--- config.mk ---
export PLATFORM = sky130hd
export DESIGN_NAME = las_step_exec
export DESIGN_NICKNAME = d
export VERILOG_FILES = /design/src/las_pkg.sv /design/src/las_step_exec.sv
export SDC_FILE = /design/constraint.sdc
export NUM_CORES = 1
export LEC_CHECK = 0
export ABC_AREA = 1
export ABC_CLOCK_PERIOD_IN_PS = 9060
export BUFFER_PORTS_ARGS = -buffer_cell sky130_fd_sc_hd__clkbuf_2
export CAP_MARGIN = 20
export CELL_PAD_IN_SITES_DETAIL_PLACEMENT = 1
export CELL_PAD_IN_SITES_GLOBAL_PLACEMENT = 1
export CORE_MARGIN = 2
export CORE_UTILIZATION = 46
export CTS_CLUSTER_DIAMETER = 200
export DETAILED_ROUTE_END_ITERATION = 8
export GPL_TIMING_DRIVEN = 0
export HOLD_SLACK_MARGIN = 0.1
export PLACE_DENSITY = 0.86
export SYNTH_ARGS = -nofsm -noshare
export SYNTH_HDL_FRONTEND = slang
export SYNTH_SLANG_ARGS = --single-unit
--- constraint.sdc ---
create_clock -name clk_in -period 9.06 [get_ports clk_in]
set_input_delay 1.812 -clock clk_in [delete_from_list [all_inputs] [get_ports clk_in]]
set_output_delay 1.812 -clock clk_in [all_outputs]
set_load 0.02 [all_outputs]
--- src/las_pkg.sv ---
// Package for the load-adaptive step execution block
package las_pkg;

   // Register indices on the plain register port
   localparam logic [3:0] REG_DIAG_CFG   = 4'h0;
   localparam logic [3:0] REG_ADAPT_CFG  = 4'h1;
   localparam logic [3:0] REG_MIN_VEL    = 4'h2;
   localparam logic [3:0] REG_LOAD_CFG   = 4'h3;
   localparam logic [3:0] REG_LOST_STEPS = 4'h4;
   localparam logic [3:0] REG_STATUS     = 4'h5;
   localparam logic [3:0] REG_QUIET_THR  = 4'h6;

   // Diagnostic signal selections
   localparam logic [1:0] SEL_STALL = 2'h0;
   localparam logic [1:0] SEL_INDEX = 2'h1;
   localparam logic [1:0] SEL_CHOP  = 2'h2;
   localparam logic [1:0] SEL_SKIP  = 2'h3;

   // Field positions in REG_DIAG_CFG
   localparam int DIAG_SEL0_LSB = 0;
   localparam int DIAG_SEL1_LSB = 2;
   localparam int DIAG_PP_BIT   = 4;

   // Field positions in REG_ADAPT_CFG
   localparam int CHOPPER_OFF_TIME_LSB    = 0;
   localparam int VHIGHFS_BIT = 4;
   localparam int VHIGHCM_BIT = 5;
   localparam int QUIET_BIT   = 6;

   // Field positions in REG_LOAD_CFG
   localparam int REFPW_LSB = 0;
   localparam int SENS_LSB  = 16;

   // Limits and reset values
   localparam logic [3:0]  CHOPPER_OFF_TIME_CAP      = 4'h8;
   localparam logic [31:0] DIAG_CFG_RST  = 32'h0000_0000;
   localparam logic [31:0] ADAPT_CFG_RST = 32'h0000_0033;
   localparam logic [31:0] LOAD_CFG_RST  = 32'h0004_0040;
   localparam logic [22:0] MIN_VEL_RST   = 23'h00_0000;
   localparam logic [9:0]  LOAD_MAX      = 10'h1FF;

   // Step override time
   localparam int OVR_NS     = 102400;
   localparam int CLK_NS     = 100;
   localparam int OVR_CYCLES = (OVR_NS + CLK_NS - 1) / CLK_NS;

   // Software register fields
   typedef struct packed {
      logic [1:0]  sel0;
      logic [1:0]  sel1;
      logic        push_pull;
      logic [3:0]  off_time;
      logic        vhighfs;
      logic        vhighchm;
      logic        quiet_en;
      logic [22:0] min_vel;
      logic [22:0] quiet_thr;
      logic [9:0]  ref_pw;
      logic [7:0]  sens;
   } las_cfg_s;

endpackage : las_pkg

--- src/las_step_exec.sv ---
// Load-adaptive step execution with two diagnostic outputs
//
// The register addresses and the plain strobed port were left to the implementer.
`timescale 1ns/1ps

// Operation
// - software selects diag signals and output type
// - first diag output low during reset
// - stall selection reports detected stall
// - index selection asserts at counter zero
// - index lasts the zero microstep
// - chopper selection alternates coil on-phases
// - skipped selection toggles per step not taken in adaptive mode
// - follow rate, slow on overload, flag stall
// - load value kept, up to 511
// - off time above 8 acts as 8, capped only while adaptive
// - zero threshold disables; keep minimum velocity
// - quiet chopper below its threshold disables load-adaptive mode
// - reference pulse width 0 to 1023
// - stall sensitivity 0 to 255
// - lost-step counter readable by software
// - adaptive mode forces slow-decay off-time chopper
// - force input or velocity-based activation
// - ready low while step cannot be taken
// - buffer steps up to microsteps per fullstep
// - long step pulse or min velocity overrides
// - sync input holds steps, ready inactive
// - lost steps count by direction
module las_step_exec #(
   parameter int MSTEP_PER_FS = 16,
   parameter int LOST_W       = 20
) (
   // Clock and reset
   input  wire logic        clk_in,
   input  wire logic        srst_in,
   // Register port
   input  wire logic [3:0]  reg_addr_in,
   input  wire logic [31:0] reg_wdata_in,
   input  wire logic        reg_wr_in,
   input  wire logic        reg_rd_in,
   output logic      [31:0] reg_rdata_out,
   // Step and direction from controller
   input  wire logic        step_in,
   input  wire logic        dir_in,
   input  wire logic        adaptive_mode_force_in,
   input  wire logic        sync_hold_in,
   // Motor state from sequencer and chopper
   input  wire logic        motor_ready_in,
   input  wire logic        stall_detect_in,
   input  wire logic [9:0]  load_value_in,
   input  wire logic [9:0]  mscnt_in,
   input  wire logic        chop_on_a_in,
   input  wire logic        chop_on_b_in,
   input  wire logic [22:0] velocity_in,
   // Outputs to sequencer and chopper
   output logic             exec_step_out,
   output logic             exec_dir_out,
   output logic             fullstep_mode_out,
   output logic             const_off_out,
   output logic [3:0]       eff_off_time_out,
   // Pins to controller
   output logic             step_ready_out,
   output logic             diag_out_first,
   output logic             diag_oe_first_out,
   output logic             diag_out_second,
   output logic             diag_oe_second_out
);

   localparam int BUF_W = $clog2(MSTEP_PER_FS + 1);

   // Refuse sizes the buffer and counters cannot serve
   if (MSTEP_PER_FS < 1 || MSTEP_PER_FS > 256)
   begin : g_bad_mstep
      $error("las_step_exec: MSTEP_PER_FS out of range");
   end
   if (LOST_W < 2 || LOST_W > 32)
   begin : g_bad_lost
      $error("las_step_exec: LOST_W out of range");
   end
   if (las_pkg::OVR_CYCLES < 1 || las_pkg::OVR_CYCLES > 2047)
   begin : g_bad_ovr
      $error("las_step_exec: override count exceeds counter");
   end

   typedef struct packed {
      las_pkg::las_cfg_s   cfg;
      logic [LOST_W-1:0]   lost;
      logic [BUF_W-1:0]    pend;
      logic [10:0]         hi_cnt;
      logic                step_d;
      logic                ovr_done;
      logic                stall;
      logic [9:0]          load;
      logic                skip_tgl;
      logic                chop_sel;
      logic [31:0]         rdata;
      logic                exec;
      logic                dir;
      logic                fs;
      logic                coff;
      logic [3:0]          chopper_off_time;
      logic                ready;
      logic                d0;
      logic                d0_oe;
      logic                d1;
      logic                d1_oe;
      logic [22:0]         minv_acc;
   } las_state_s;

   las_state_s st_reg;
   las_state_s st_next;

   ////////////////////////////////////////////////////////////////////
   // Next-state logic
   always_comb
   begin
      logic       active;
      logic       rise;
      logic       ovr;
      logic       minv_tick;
      logic       can_step;
      logic       take;
      logic       skipped;
      logic [3:0] sig;
      logic [22:0] acc_sum;
      active    = 1'b0;
      rise      = 1'b0;
      ovr       = 1'b0;
      minv_tick = 1'b0;
      can_step  = 1'b0;
      take      = 1'b0;
      skipped   = 1'b0;
      sig       = 4'h0;
      acc_sum   = 23'h0;
      st_next   = st_reg;

      // Register writes take effect at the next edge
      // Writes to read-only or unmapped indices are dropped
      // Fields outside the defined bits are ignored
      // Register writes
      if (reg_wr_in)
      begin
         if (reg_addr_in == las_pkg::REG_DIAG_CFG)
         begin
            st_next.cfg.sel0 = reg_wdata_in[las_pkg::DIAG_SEL0_LSB +: 2];
            st_next.cfg.sel1 = reg_wdata_in[las_pkg::DIAG_SEL1_LSB +: 2];
            st_next.cfg.push_pull = reg_wdata_in[las_pkg::DIAG_PP_BIT];
         end
         else if (reg_addr_in == las_pkg::REG_ADAPT_CFG)
         begin
            st_next.cfg.off_time = reg_wdata_in[las_pkg::CHOPPER_OFF_TIME_LSB +: 4];
            st_next.cfg.vhighfs  = reg_wdata_in[las_pkg::VHIGHFS_BIT];
            st_next.cfg.vhighchm = reg_wdata_in[las_pkg::VHIGHCM_BIT];
            st_next.cfg.quiet_en = reg_wdata_in[las_pkg::QUIET_BIT];
         end
         else if (reg_addr_in == las_pkg::REG_MIN_VEL)
            st_next.cfg.min_vel = reg_wdata_in[22:0];
         else if (reg_addr_in == las_pkg::REG_LOAD_CFG)
         begin
            st_next.cfg.ref_pw = reg_wdata_in[las_pkg::REFPW_LSB +: 10];
            st_next.cfg.sens   = reg_wdata_in[las_pkg::SENS_LSB +: 8];
         end
         else if (reg_addr_in == las_pkg::REG_QUIET_THR)
            st_next.cfg.quiet_thr = reg_wdata_in[22:0];
      end

      // Adaptive mode needs a nonzero velocity floor
      // Force input or quiet threshold may switch it on
      // Quiet chopper below its threshold always vetoes it
      // Velocity below the floor falls back to microsteps
      // Mode activation
      active = (adaptive_mode_force_in
                || (st_reg.cfg.quiet_en
                    && velocity_in >= st_reg.cfg.quiet_thr))
               && !(st_reg.cfg.quiet_en
                    && velocity_in < st_reg.cfg.quiet_thr)
               && (st_reg.cfg.min_vel != 23'h0)
               && (velocity_in >= st_reg.cfg.min_vel);

      // Step input is sampled once per clock
      // A rising edge requests one step into the buffer
      // A pulse held high past the override count
      // releases one blocked step, once per pulse
      // Step edge and long pulse detection
      rise = step_in && !st_reg.step_d;
      st_next.step_d = step_in;
      if (!step_in)
      begin
         st_next.hi_cnt   = 11'h0;
         st_next.ovr_done = 1'b0;
      end
      else if (st_reg.hi_cnt < 11'(las_pkg::OVR_CYCLES))
         st_next.hi_cnt = st_reg.hi_cnt + 11'h1;
      ovr = step_in && !st_reg.ovr_done
            && st_reg.hi_cnt >= 11'(las_pkg::OVR_CYCLES);
      if (ovr)
         st_next.ovr_done = 1'b1;

      // Phase accumulator gives the floor step rate
      // Carry out of the top bit is one paced step
      // Cleared while inactive so pacing restarts cleanly
      // Minimum velocity pacing while blocked
      acc_sum = st_reg.minv_acc + st_reg.cfg.min_vel;
      minv_tick = active && (acc_sum < st_reg.minv_acc);
      st_next.minv_acc = active ? acc_sum : 23'h0;

      // Steps queue while the motor is not ready
      // Buffer holds up to one fullstep of microsteps
      // Edges beyond that are counted as not taken while adaptive
      // At most one buffered step leaves per clock
      // Sync hold freezes the buffer output entirely
      // Step execution and buffering
      can_step = !active || motor_ready_in || ovr || minv_tick;
      st_next.exec = 1'b0;
      if (rise)
      begin
         if (st_reg.pend < BUF_W'(MSTEP_PER_FS))
            st_next.pend = st_reg.pend + BUF_W'(1);
         else
            skipped = 1'b1;
      end
      take = (st_next.pend != '0) && can_step && !sync_hold_in;
      if (take)
      begin
         st_next.pend = st_next.pend - BUF_W'(1);
         st_next.exec = 1'b1;
      end
      st_next.dir = dir_in;

      // Counter wraps; software reads it as signed
      // Forward direction counts up, reverse counts down
      // Lost steps, counted by direction
      if (skipped && active)
      begin
         st_next.lost = dir_in ? st_reg.lost - LOST_W'(1)
                               : st_reg.lost + LOST_W'(1);
         st_next.skip_tgl = !st_reg.skip_tgl;
      end

      // Ready falls while sync hold is applied
      // or while an active motor has not settled
      // Ready handshake
      st_next.ready = !sync_hold_in && (!active || motor_ready_in);

      // Fullstep only when both high-velocity flags set
      // Constant off-time follows adaptive mode directly
      // Off time is capped only while adaptive
      // Chopper forcing
      st_next.fs   = active && st_reg.cfg.vhighfs
                     && st_reg.cfg.vhighchm;
      st_next.coff = active;
      st_next.chopper_off_time = (active && st_reg.cfg.off_time > las_pkg::CHOPPER_OFF_TIME_CAP)
                     ? las_pkg::CHOPPER_OFF_TIME_CAP : st_reg.cfg.off_time;

      // Stall latches while blocked in adaptive mode
      // Leaving adaptive mode clears the stall flag
      // Load value is clamped to its documented span
      // Stall and load
      if (active && stall_detect_in && !motor_ready_in)
         st_next.stall = 1'b1;
      else if (!active)
         st_next.stall = 1'b0;
      st_next.load = (load_value_in > las_pkg::LOAD_MAX)
                     ? las_pkg::LOAD_MAX : load_value_in;

      // Free-running selector shares one pin between coils
      // Chopper on-state alternates coils each cycle
      st_next.chop_sel = !st_reg.chop_sel;

      // Open drain pulls low when the signal is active
      // Push-pull always drives, high when active
      // Pins lag their source by one clock
      // Diagnostic signals, active high before polarity
      sig[las_pkg::SEL_STALL] = st_reg.stall;
      sig[las_pkg::SEL_INDEX] = (mscnt_in == 10'h0);
      sig[las_pkg::SEL_CHOP]  = st_reg.chop_sel ? chop_on_b_in
                                                : chop_on_a_in;
      sig[las_pkg::SEL_SKIP]  = st_reg.skip_tgl;
      // Index follows counter each cycle, so lasts the microstep
      st_next.d0 = st_reg.cfg.push_pull ? sig[st_reg.cfg.sel0]
                                        : 1'b0;
      st_next.d0_oe = st_reg.cfg.push_pull || sig[st_reg.cfg.sel0];
      st_next.d1 = st_reg.cfg.push_pull ? sig[st_reg.cfg.sel1] : 1'b0;
      st_next.d1_oe = st_reg.cfg.push_pull || sig[st_reg.cfg.sel1];

      // Read data stands for one cycle, else zero
      // Unmapped indices read as zero
      // Register reads
      st_next.rdata = 32'h0;
      if (reg_rd_in)
      begin
         if (reg_addr_in == las_pkg::REG_DIAG_CFG)
            st_next.rdata = {27'h0, st_reg.cfg.push_pull,
                             st_reg.cfg.sel1, st_reg.cfg.sel0};
         else if (reg_addr_in == las_pkg::REG_ADAPT_CFG)
            st_next.rdata = {25'h0, st_reg.cfg.quiet_en,
                             st_reg.cfg.vhighchm, st_reg.cfg.vhighfs,
                             st_reg.cfg.off_time};
         else if (reg_addr_in == las_pkg::REG_MIN_VEL)
            st_next.rdata = {9'h0, st_reg.cfg.min_vel};
         else if (reg_addr_in == las_pkg::REG_LOAD_CFG)
            st_next.rdata = {8'h0, st_reg.cfg.sens, 6'h0, st_reg.cfg.ref_pw};
         else if (reg_addr_in == las_pkg::REG_LOST_STEPS)
            st_next.rdata = 32'(signed'(st_reg.lost));
         else if (reg_addr_in == las_pkg::REG_STATUS)
            st_next.rdata = {19'h0, st_reg.ready, st_reg.stall,
                             active, st_reg.load};
         else if (reg_addr_in == las_pkg::REG_QUIET_THR)
            st_next.rdata = {9'h0, st_reg.cfg.quiet_thr};
      end
   end

   ////////////////////////////////////////////////////////////////////
   // Synchronous reset loads configuration defaults
   // First diag pin is pulled low throughout reset
   // Ready starts high so the first step is accepted
   // State register
   always_ff @(posedge clk_in)
   begin
      if (srst_in)
      begin
         st_reg <= '0;
         st_reg.cfg.off_time <= las_pkg::ADAPT_CFG_RST[3:0];
         st_reg.cfg.vhighfs  <= las_pkg::ADAPT_CFG_RST[las_pkg::VHIGHFS_BIT];
         st_reg.cfg.vhighchm <= las_pkg::ADAPT_CFG_RST[las_pkg::VHIGHCM_BIT];
         st_reg.cfg.min_vel  <= las_pkg::MIN_VEL_RST;
         st_reg.cfg.ref_pw   <= las_pkg::LOAD_CFG_RST[9:0];
         st_reg.cfg.sens     <= las_pkg::LOAD_CFG_RST[23:16];
         st_reg.d0    <= 1'b0;
         st_reg.d0_oe <= 1'b1;
         st_reg.ready <= 1'b1;
      end
      else
         st_reg <= st_next;
   end

   ////////////////////////////////////////////////////////////////////
   // No logic between flip-flops and pins
   // Outputs straight from the state register
   assign reg_rdata_out      = st_reg.rdata;
   assign exec_step_out      = st_reg.exec;
   assign exec_dir_out       = st_reg.dir;
   assign fullstep_mode_out  = st_reg.fs;
   assign const_off_out      = st_reg.coff;
   assign eff_off_time_out   = st_reg.chopper_off_time;
   assign step_ready_out     = st_reg.ready;
   assign diag_out_first     = st_reg.d0;
   assign diag_oe_first_out  = st_reg.d0_oe;
   assign diag_out_second    = st_reg.d1;
   assign diag_oe_second_out = st_reg.d1_oe;

endmodule : las_step_exec

[After elaboration in Yosys (flattened, before gate mapping)]
Index checks and enable logic that the tools add are counted.
Cells by class
  $add $sub $neg: 6
  $lt $le $gt $ge: 11
  equal/unequal tests: 8
  muxes and demuxes: 25
  bitwise gates (word level): 8
  reductions and logical operators: 51
Operators with widths (count)
  $mux W23: 3
  $ge A23 B23 Y1: 2
  $lt A23 B23 Y1: 2
  $mux W32: 1
  $mux W24: 1
  $add A23 B23 Y23: 1
  $reduce_bool A23 Y1: 1
  $add A20 B1 Y20 const B: 1
  $mux W20: 1
  $mux W5: 4
  $sub A20 B1 Y20 const B: 1
  $logic_and A1 B1 Y1: 18
  $eq A4 B3 Y1 const B: 3
  $reduce_or A2 Y1: 6
  $add A11 B1 Y11 const B: 1
  $ge A11 B11 Y1 const B: 1
  $lt A11 B11 Y1 const B: 1
  $gt A10 B9 Y1 const B: 1
  $logic_not A10 Y1: 1
  $mux W1: 10
  $mux W9: 1
  $eq A4 B2 Y1 const B: 2
  $logic_not A1 Y1: 8
  $not A1 Y1: 8
  other kinds (22): 30
Storage, ports and cells
  register bits after elaboration: 195
  bits of input ports: 91
  output and inout port bits: 45
  word-level logic and storage cells: 147

[Longest topological paths before layout]
Gate-level depths: netlist (run 1).
  depth in word-level cells: 13
  depth in mapped cells: 24

[Worst setup path after synthesis (run 1)]
No wires, ideal clock.
  kind: input to register
  start: input port dir_in
  end: register st_reg[115] (netlist bit)
  library setup time: 0.070 ns
  data arrival time: 3.293 ns
  data required time: 8.990 ns
  path slack: 5.697 ns
  stages: 12
  path buffers: 0
  cells stage by stage: inv_1 > fa_1 > o21ai_0 > nand2_1 > nand2_1 > nand3_1 > nand2_1 > nand2_1 > nand2_1 > xor2_1 > nand2_1 > a21oi_1
Between the ends
  word-level cells in the longest chain between the ends: 1
Ends and longest elaborated chain
  start: declaration: line las_step_exec.sv:44  | input wire logic dir_in,
  $mux W20: line las_step_exec.sv:235  | st_next.lost = dir_in ? st_reg.lost - LOST_W'(1)
  end signal: assignment: line las_step_exec.sv:334  | st_reg <= st_next;
  end: declaration: line las_step_exec.sv:110  | las_state_s st_reg;
No other way between the ends.
A chain may end at the register's enable or synchronous reset.

[Final worst setup path (run 1)]
  start: register st_reg[165] (netlist bit)
  end: register st_reg[94] (netlist bit)
Between the ends
  word-level cells in the longest chain between the ends: 10
  elaborated cells between the ends (all ways): 14
Ends and longest elaborated chain
  parallel branches: the longest is 6 deep, another holds $add A23 B23 Y23
  $logic_or A1 B1 Y1 *: line las_step_exec.sv:213  | can_step = !active || motor_ready_in || ovr || minv_tick;
  $logic_and A1 B1 Y1 * (2 in series): line las_step_exec.sv:222  | take = (st_next.pend != '0) && can_step && !sync_hold_in;
  $mux W5 *: line las_step_exec.sv:223  | if (take)
Every way passes the cells marked *.

==> results of run 1 <==
[through the flow]
stage	utilization, %	total power, W	setup WS (ns)
global placement	50.96	0.001219	4.922
floorplan	-	0.001116	5.697
CTS	53.59	0.002040	4.926
finish	53.59	0.002041	4.904
detailed placement	50.96	0.001234	4.838
global route	53.59	0.002119	4.582
[layer usage]
metal	part of all wire [%]	routed length, um
met1	40	16320
met2	49	19870
met3	5.5	2214
met4	5.2	2104
met5	0	0
[area by class of cell]
cell class                 count  share of cell area (%)
sequential                   188                   29.05
inverter                     233                   6.750
timing repair buffer         125                   4.829
buffer                        75                   3.457
multi-input combinational   1092                   47.88
tap                          324                   3.129
clock buffer                  17                   3.283
clock inverter                15                   1.622
[power groups by stage]
stage	Sequential [W]	Combinational, W	Clock (W)
finish	0.000878	0.000347	0.000816
global placement	0.000895	0.000324	0
floorplan	0.000893	0.000223	0
detailed placement	0.000897	0.000338	0
global route	0.000881	0.000386	0.000852
CTS	0.000878	0.000343	0.000819
[path summary, 6_finish.rpt]
path                                    to   startpoint  slack (ns)  cells after the start
worst max register to register  st_reg[94]  st_reg[165]        4.90                     24
worst min-delay path            st_reg[68]   st_reg[68]        0.44                      1
worst min register to register  st_reg[68]   st_reg[68]        0.44                      1
worst max-delay path            st_reg[94]  st_reg[165]        4.90                     24
[cell families (layout without fill, tap and decap cells)]
logic type,Yosys count,count (layout),synth area share (%)
AOI/OAI and AO/OA,377,377,18.10
DFF,188,188,33.34
other,1,1,0.03322
buffers and inverters,308,465,11.71
xor gates and xnor gates,44,44,3.480
adders and majority gates,114,114,12.77
and+or+nand+nor,556,556,20.57
[placed cells by master (no fill, tap or decap), types with 3 or more instances in the layout]
cell type	count
nand2_1	279
inv_1	227
dfxtp_1	188
a21oi_1	186
nor2_1	161
o21ai_0	127
clkbuf_2	125
ha_1	112
nand3_1	54
buf_4	37
xor2_1	35
clkbuf_1	27
nor3_1	19
clkbuf_16	17
o211ai_1	14
nand4_1	13
a31oi_1	10
a21o_1	8
xnor2_1	8
nor4_1	7
a221oi_1	7
and2_1	6
o22ai_1	6
inv_8	5
clkinv_8	5
o31ai_1	4
nor2_2	4
inv_2	4
buf_2	4
buf_1	4
a211oi_1	3
o21a_1	3
buf_6	3
[worst max-delay path, stage by stage, from the launching register on]
cell,delay (ns)
dfxtp_1,0.52
ha_1,0.33
nand2_1,0.15
a21oi_1,0.06
nor2_1,0.12
nand2_1,0.11
a21oi_1,0.29
o21ai_0,0.24
a21oi_1,0.29
inv_1,0.07
nand2_1,0.08
nand2_1,0.06
ha_1,0.28
nand2_1,0.08
inv_1,0.04
nand2_1,0.05
nand2_1,0.05
a21oi_1,0.25
nand3_1,0.31
nand2_1,0.14
inv_1,0.06
nand4_2,0.16
nand2_2,0.13
nand2_1,0.10
a21oi_1,0.06
==> summary.md, run 1 <==
| Metric | Value |
|---|---|
| Status | complete, no violations |
| CTS tree | yes |
| Final setup fails | 0 |
| Hold Violations, Final | 0 |
| IO Pins | about 140 |
| Clk pwr share | between 40% and 50% |
| Area Overhead vs Synth | 14.76% |
| Leak | roughly 6.0 nW |
| Reg area | between 3000 and 4000 um^2 |
| Setup bufs post-CTS | 0 |
| Synth async-reset ratio | 0% |
| Gpl congestion | approximately 0.94 |
| Max VDD drop | approximately 0.00013 V |
| # clock sinks | 188 |
| P_sw | ~0.00066 W |
| Max FFs per register | 150 |
| Synth Flop Type | dfxtp_1 |
| Hpwl dp | 31,860 um |
| Fillers | approximately 3.2k |
| Post-Syn Instances | 1,588 |
| Gr usage total | roughly a third |
| Avg WL per Cell | 19.58 um |
| Minimum clock period | 4.156 ns |
| Worst Skew | ~0.015 ns |
| Yosys top cell area share | 33.34% |
| Vias in the first global route | around 12k |
| Startpoint types | register |
| Mapped Nets | ~1.8k |
| Routing usage on met2 | a little under three fifths |
| First-pass GRT wire length | approximately 64,000 um |
| Die ar. | 25,810 um^2 |
| Htree depth | 4 |
| Synth cell count leaders | nand2_1 (279), inv_1 (227), dfxtp_1 (188), a21oi_1 (186), nor2_1 (161) |
| Die Wd | between 150 and 200 um |
| Residual DRC count | 0 |
| Multi-input gate area | about 6200 um^2 |
| Initial DRC count | between 700 and 800 |
| FMAX | about 240 MHz |
| Comb pwr share | 17.0% |
| Post-synthesis register bit count | roughly 190 |
| P per Cell Area | 157.5 nW/um^2 |
| Fraction of layout cells with a size suffix above 1 | between 10% and 20% |
| # rows | 57 |
| WS Path Type | register to register |
| M3 GR Usage | 4.236% |
| Main area contributors after synthesis | dfxtp_1 (33%), ha_1 (12%), nand2_1 (9.3%) |
| Dpl cells | between 2k and 2.5k |
| Post-CTS sizing | 0 |
| Hold WC Path Type | register to register |
| IO Port Bufs | 125 |
| DR vias | between 10k and 15k |
| Fin crit share | a little under half |
| Clock-pin transition on the worst setup and hold timing paths | roughly 0.080 ns |
| Drt first pass iters | 6 |
| Fin nets | ~1.9k |
| Initial Utilization | 46.70% |
| Sequential area share after synthesis | between 30 and 40% |
| Maximum number of pins on one net before global-route repair | 22 |
| Worst-Margin Slew | around 0.77 ns |
| Initial antenna violation count | 0 |
| P_int | 0.001384 W |
| Post-synthesis cell area | about 11,000 um^2 |
| Slew HR | 48.89% |
| RSZ-0062 raised after global routing | false |
| Die Y | ~160 um |
| CP Data Arrival Time | about 4.5 ns |
| CP Capture Type | register |
| Cell area after layout | around 13,000 um^2 |
| ANT nets after route | 0 |
| Total grt overflow | 0 |
| Post-synth EDFFs | 0 |
| Worst hold slack | around 0.44 ns |
| Yosys warns | 0 |
| Routed WL | 40,500 um |
| Clk root buf | clkbuf_16 |
| Synth cell types | 50 |
| Crit-path max FO | 6 |
| Placement-stage cell area | around 12,000 um^2 |
| Syn avg cell area | between 7 and 8 um^2 |
| WP data required | about 9.4 ns |
| Switching Share | between 30% and 40% |
| Top-count cell post-synth | nand2_1 |
| Fin. max-slew vios | 0 |
| CTS max path bufs | 2 |
| Maxcap violations | 0 |
| Ant diodes | 0 |
| Worst-Skew Late Latency | roughly 0.46 ns |
| Setup_tns | 0 ns |
| Post-DR vias/cell | around 5.5 |
| GRT Max-Usage Layer | met2 |
| Post-route insts no fill | 2,069 |
| CTS Hold Buffers Added | 0 |
| Yosys top cell by area | dfxtp_1 |
| Core Area | around 24,000 um^2 |
| GR Util met1 | 37.25% |
| Sequential share of power | 43.0% |
| CTS buffer count | 17 |
Power figures use the tool's default switching activity.
==> run 2: changes to the inputs <==
--- a/config.mk
+++ b/config.mk
@@ -6,18 +6,18 @@
 export NUM_CORES = 1
 export LEC_CHECK = 0
 export ABC_AREA = 1
-export ABC_CLOCK_PERIOD_IN_PS = 9060
+export ABC_CLOCK_PERIOD_IN_PS = 4200
 export BUFFER_PORTS_ARGS = -buffer_cell sky130_fd_sc_hd__clkbuf_2
 export CAP_MARGIN = 20
 export CELL_PAD_IN_SITES_DETAIL_PLACEMENT = 1
 export CELL_PAD_IN_SITES_GLOBAL_PLACEMENT = 1
 export CORE_MARGIN = 2
-export CORE_UTILIZATION = 46
+export CORE_UTILIZATION = 43
 export CTS_CLUSTER_DIAMETER = 200
 export DETAILED_ROUTE_END_ITERATION = 8
 export GPL_TIMING_DRIVEN = 0
 export HOLD_SLACK_MARGIN = 0.1
-export PLACE_DENSITY = 0.86
+export PLACE_DENSITY = 0.81
 export SYNTH_ARGS = -nofsm -noshare
 export SYNTH_HDL_FRONTEND = slang
 export SYNTH_SLANG_ARGS = --single-unit
==> constraint.sdc (replaced) <==
create_clock -name clk_in -period 4.2 [get_ports clk_in]
set_input_delay 0.84 -clock clk_in [delete_from_list [all_inputs] [get_ports clk_in]]
set_output_delay 0.84 -clock clk_in [all_outputs]
set_load 0.02 [all_outputs]
==> run 2 against run 1 <==
Compared with the run above: via count about the same; flip-flop and latch count unchanged; sequential power increased by 120%; hold slack better by 0.0099 ns; wire length is 0.12% lower; utilization down 3.5 points; worst setup slack worse by 4.6 ns; register-to-register slack worse by 4.6 ns; first-iteration DRC count down 1.5%; combinational power rose by 120%; power increased by 110%; largest power group unchanged.
==> summary.md, run 2 (synthesis results as in run 1) <==
| Metric | Value |
|---|---|
| Placement-stage cell area | 12,330 um^2 |
| Hold WC Path Type | register to register |
| Worst-Skew Late Latency | roughly 0.45 ns |
| CP Data Arrival Time | about 4.2 ns |
| FMAX | about 260 MHz |
| Post-DR vias/cell | 5.499 |
| WP buf/inv | 2 |
| Cell area after layout | between 10,000 and 15,000 um^2 |
| Initial DRC count | about 700 |
| Vias in the first global route | 11.85k |
| Commonest non-fill, non-tap cell in the layout | nand2_1 |
| Minimum clock period | just under 4 ns |
| CTS buffer count | 17 |
| Max VDD drop | 0.0002175 V |
| Worst hold slack | 0.4474 ns |
| Ant diodes | 0 |
| Htree depth | 4 |
| Worst Skew | 0.01094 ns |
| Fin nets | between 1.5k and 2k |
| Worst-Margin Slew | roughly 0.84 ns |
| First-pass GRT wire length | approximately 64,000 um |
| Fin. max-slew vios | 0 |
| CP cell instances | ha_1 -> fa_1 -> nand2_1 -> o211ai_1 -> nand2_1 -> nand3_1 -> nand2_1 -> nand2_1 -> xor2_1 -> ha_1 -> nand2_1 -> inv_1 -> nand2_1 -> nand2_1 -> a21oi_1 -> nand3_1 -> nand2_1 -> inv_1 -> nand4_4 -> nand2_4 -> nand2_1 -> a21oi_1 |
| Gr usage total | between 20% and 30% |
| Initial antenna violation count | 0 |
| Total grt overflow | 0 |
| WS Path Type | register to register |
| Leak | about 6.0 nW |
| DR vias | around 11k |
| Hpwl dp | about 32,000 um |
| Routed WL | a little over 40,000 um |
| Drt first pass iters | 5 |
| Max FFs per register | 150 |
| CTS Hold Buffers Added | 0 |
| WP data required | roughly 4.5 ns |
| Most frequent cells in the layout | nand2_1 (279), inv_1 (227), dfxtp_1 (187), a21oi_1 (183), nor2_1 (161) |
| Crit-path max FO | 6 |
| Maximum number of pins on one net before global-route repair | 22 |
| Fraction of layout cells with a size suffix above 1 | between 10% and 20% |
| Startpoint types | register |
| Gpl congestion | ~0.95 |
| Hold Violations, Final | 0 |
| Clock-pin transition on the worst setup and hold timing paths | about 0.08 ns |
| Die Y | 166.0 um |
| Maxcap violations | 0 |
| CP Capture Type | register |
| Most frequent CP cell | nand2_1 |
| Status | complete, no violations |
| Post-CTS sizing | 0 |
| Initial Utilization | around 44% |
| Fin crit share | 93.27% |
| Slew HR | around 44% |
| Area Overhead vs Synth | 14.92% |
| Die Wd | ~170 um |
| # rows | 59 |
| Final setup fails | 0 |
| Residual DRC count | 0 |
| Max incr delay on CP | approximately 0.47 ns |
| Setup bufs post-CTS | 0 |
| CTS max path bufs | 2 |
| Fin util | between 50% and 60% |
| CTS tree | yes |
| P per Cell Area | ~340 nW/um^2 |
| Clk root buf | clkbuf_16 |
| CP max stage cell | fa_1 |
| ANT nets after route | 0 |
| Core Area | approximately 26,000 um^2 |
| IO Pins | roughly 140 |
| IO Port Bufs | around 130 |
| Avg WL per Cell | between 15 and 20 um |
| Die ar. | 27,570 um^2 |
| Top Family by Delay on Critical Path | simple AND/OR/NAND/NOR gates |
| # clock sinks | 188 |
## run 2: changes by cell type in the layout (fill, tap and decap cells not counted), sizes merged
cell      delta
bufinv       -1
clkinvlp     +1
## run 2: per-layer routing
metal | GRT usage (%) | part of all wire [%] | up-vias
met5 | 0 | 0 | -
met1 | 35.37 | 41 | 5438
met4 | 13.88 | 4.9 | 0
met2 | 51.47 | 49 | 413
met3 | 3.789 | 5.4 | 123
li1 | - | - | 5464
## run 2: report_power, final
group	switching (W)	internal (W)	leakage (nW)
Clock	0.000890	0.000817	0.295
Combinational	0.000490	0.000267	4.18
Sequential	0.0000472	0.00185	1.53
## run 2: through the flow
stage               power, W   TNS, ns  setup WS, ns  cells
floorplan           0.002408         0         1.234   1588
global placement    0.002634         0        0.1428   2048
detailed placement  0.002670         0       0.03810   2048
CTS                 0.004347         0       0.01848   2080
global route        0.004525  -0.01048      -0.01048   2080
finish              0.004357         0        0.2827   2080
## run 2: worst paths after layout
check	start	slack [ns]	endpoint	cells past startpoint
setup / recovery	st_reg[160]	0.28	st_reg[97]	22
setup reg to reg	st_reg[160]	0.28	st_reg[97]	22
hold / removal	st_reg[68]	0.45	st_reg[68]	1
hold reg to reg	st_reg[68]	0.45	st_reg[68]	1
## run 2: cell type report
cell class,instances,area [um^2]
buffer,75,447.9
clock buffer,17,425.4
clock inverter,15,187.7
fill,3426,12940
inverter,233,874.6
multi-input combinational,1092,6228
sequential,188,3765
tap,335,419.2
timing repair buffer,125,625.6
==> run 3: changes to the inputs <==
--- a/config.mk
+++ b/config.mk
@@ -5,19 +5,19 @@
 export SDC_FILE = /design/constraint.sdc
 export NUM_CORES = 1
 export LEC_CHECK = 0
-export ABC_AREA = 1
 export ABC_CLOCK_PERIOD_IN_PS = 4200
 export BUFFER_PORTS_ARGS = -buffer_cell sky130_fd_sc_hd__clkbuf_2
 export CAP_MARGIN = 20
 export CELL_PAD_IN_SITES_DETAIL_PLACEMENT = 1
 export CELL_PAD_IN_SITES_GLOBAL_PLACEMENT = 1
 export CORE_MARGIN = 2
-export CORE_UTILIZATION = 43
+export CORE_UTILIZATION = 44
 export CTS_CLUSTER_DIAMETER = 200
 export DETAILED_ROUTE_END_ITERATION = 8
 export GPL_TIMING_DRIVEN = 0
 export HOLD_SLACK_MARGIN = 0.1
 export PLACE_DENSITY = 0.81
+export SETUP_SLACK_MARGIN = 0.4
 export SYNTH_ARGS = -nofsm -noshare
 export SYNTH_HDL_FRONTEND = slang
 export SYNTH_SLANG_ARGS = --single-unit
==> run 3 against run 2 <==
Compared with the run above: hold slack got worse by 0.025 ns; highest routed layer unchanged; the run now ends with setup timing left; combinational power fell by 20%; clock skew grew 0.0016 ns.
==> summary.md, run 3 <==
| Metric | Value |
|---|---|
| Status | complete, but fails checks |
| Failing checks | setup timing |
| Most frequent cells in the layout | nand2_1 (195), dfxtp_1 (182), a21oi_1 (129), clkbuf_2 (125), ha_1 (107) |
| Yosys warns | 0 |
| Top-count cell post-synth | nand2_1 |
| Clk root buf | clkbuf_16 |
| Yosys top cell area share | between 30% and 40% |
| Fillers | ~3k |
| Maximum number of pins on one net before global-route repair | 21 |
| # rows | 57 |
| Synth cell types | 70 |
| Area Overhead vs Synth | 18.78% |
| Fin util | around 53% |
| Post-Syn Instances | 1,321 |
| Htree depth | 4 |
| Routed WL | 36,280 um |
| Post-synth EDFFs | 0 |
| Post-synthesis register bit count | between 150 and 200 |
| Multi-input gate area | between 6000 and 7000 um^2 |
| CTS max path bufs | 2 |
| ANT nets after route | 0 |
| CTS tree | yes |
| Sequential area share after synthesis | between 30 and 40% |
| Initial DRC count | slightly below 700 |
| Fin. max-slew vios | 0 |
| Yosys top cell by area | dfxtp_1 |
| CP max stage cell | dfxtp_4 |
| P per Cell Area | roughly 320 nW/um^2 |
| Clock-pin transition on the worst setup and hold timing paths | around 0.080 ns |
| CTS buffer count | 17 |
| Core Area | ~24,000 um^2 |
| Synth cell count leaders | nand2_1 (195), dfxtp_1 (188), a21oi_1 (136), ha_1 (112), nor2_1 (96) |
| Max incr delay on CP | 0.36 ns |
| Total grt overflow | 0 |
| Worst-Margin Slew | about 0.74 ns |
| Hpwl dp | approximately 27,000 um |
| Drt first pass iters | 7 |
| DR vias | around 10k |
| Gr usage total | between 20% and 30% |
| Synth async-reset ratio | 0% |
| Syn avg cell area | just over 8 um^2 |
| IO Pins | between 100 and 150 |
| Avg WL per Cell | slightly below 20 um |
| Leak | approximately 5.4 nW |
| FMAX | 232.9 MHz |
| Post-synthesis cell area | 10,890 um^2 |
| Main area contributors after synthesis | dfxtp_1 (35%), ha_1 (13%), nand2_1 (6.7%) |
| Die Y | roughly 160 um |
| Cell area after layout | between 10,000 and 15,000 um^2 |
| Worst slack at placement | -0.5320 ns |
| Crit-path max FO | 5 |
| Fraction of layout cells with a size suffix above 1 | 18.35% |
| Maxcap violations | 0 |
| CP Capture Type | register |
| CP Data Arrival Time | around 4.6 ns |
| Post-DR vias/cell | 5.615 |
| Gpl congestion | ~0.90 |
| Mapped Nets | 1,526 |
| CTS Hold Buffers Added | 0 |
| Vias in the first global route | approximately 11k |
| Worst-Skew Late Latency | around 0.45 ns |
| Hold Violations, Final | 0 |
| Minimum clock period | 4.294 ns |
| Fin nets | around 1.7k |
| WS Path Type | register to register |
| Max FFs per register | 150 |
| WP data required | between 4 and 5 ns |
| IO Port Bufs | 125 |
| Reg area | around 3800 um^2 |
| Initial antenna violation count | 1 |
| Die Wd | approximately 160 um |
| Die ar. | between 20,000 and 30,000 um^2 |
| First-pass GRT wire length | approximately 56,000 um |
| CP cell instances | ha_4 -> fa_2 -> a21o_1 -> a21oi_2 -> nand2b_4 -> a21oi_4 -> o211ai_1 -> buf_4 -> nand3b_1 -> xor2_1 -> ha_1 -> a21o_1 -> a21o_1 -> a211oi_2 -> o21ai_2 -> a21oi_2 -> a32oi_2 -> buf_4 -> a31oi_4 -> a31o_2 -> a21oi_2 |
| Final setup fails | 5 |
| RSZ-0062 raised after global routing | true |
| Residual DRC count | 0 |
| Post-route insts no fill | 1,829 |
| # clock sinks | 188 |
| Synth Flop Type | dfxtp_1 |
| Placement-stage cell area | approximately 12,000 um^2 |
| Initial Utilization | 44.79% |
| Max VDD drop | between 0.0002 and 0.0003 V |
| Hold WC Path Type | register to register |
| Fin crit share | 102.2% |
| Commonest non-fill, non-tap cell in the layout | nand2_1 |
| Slew HR | 49.26% |
| Post-route setup slack | -0.09397 ns |
| Dpl cells | 1,770 |
| Worst Skew | approximately 0.013 ns |
| Startpoint types | register |
run 3: timing repair:
item,CTS,global route
buffers inserted,19,6
cloned,1,0
pin swaps,33,19
resized for setup,46,9
endpoints found under the setup margin,6,6
run 3: layout make-up:
cell class | instances | share of cell area, %
repair buffers | 151 | 6.344
well taps | 324 | 3.133
multi-input cells | 961 | 50.28
clock buffers | 17 | 3.288
flip-flops and latches | 188 | 29.25
inverters | 84 | 2.437
diodes | 1 | 0.01934
plain buffers | 89 | 4.023
clock inverters | 14 | 1.228
run 3: worst paths after layout:
check         startpoint    endpoint  depth (start not counted)  slack [ns]
max          st_reg[160]  st_reg[98]                         21       -0.09
min           st_reg[68]  st_reg[68]                          1        0.42
max reg2reg  st_reg[160]  st_reg[98]                         21       -0.09
min reg2reg   st_reg[68]  st_reg[68]                          1        0.42
run 3: metal layers:
metal  routed length, um  up-vias  track usage (%)
li1                    -     4895                -
met1               15700     5048            34.52
met2               17810      261            48.58
met3                1780       65            4.828
met4                 994        0            8.888
met5                   0        -                0
run 3: kinds of logic after synthesis:
| group | after synthesis | synth area share [%] |
|---|---|---|
| other | 1 | 0.03443 |
| AO/OA/AOI/OAI | 316 | 18.43 |
| flip-flops | 188 | 34.55 |
| multiplexers | 30 | 2.998 |
| XOR/XNOR | 47 | 3.779 |
| adder cells (fa/ha/maj) | 114 | 13.23 |
| AND/OR/NAND/NOR | 452 | 19.39 |
| buffers and inverters | 173 | 7.582 |
run 3: per-stage QoR:
step | hold WS (ns) | total power, W | setup TNS [ns]
after global placement | 0.4074 | 0.002440 | -2.644
after CTS | 0.4254 | 0.004128 | 0
after detailed placement | 0.4142 | 0.002463 | -2.868
after global routing | 0.4384 | 0.004283 | -1.597
final | 0.4222 | 0.004136 | -0.3949
after floorplan | 0.3904 | 0.002259 | 0
run 3: critical path, delay by kind of cell (launching register included):
| family | cells | cell delay, ns |
|---|---|---|
| adder cells (fa/ha/maj) | 3 | 0.80 |
| flip-flops | 1 | 0.36 |
| AO/OA/AOI/OAI | 13 | 2.20 |
| buffers and inverters | 2 | 0.33 |
| AND/OR/NAND/NOR | 2 | 0.25 |
| XOR/XNOR | 1 | 0.21 |
run 3: power breakdown:
part           switching (W)  internal, W  leakage, nW
clock network       0.000805     0.000844        0.286
registers          0.0000485      0.00183         1.53
logic               0.000371     0.000237         3.59
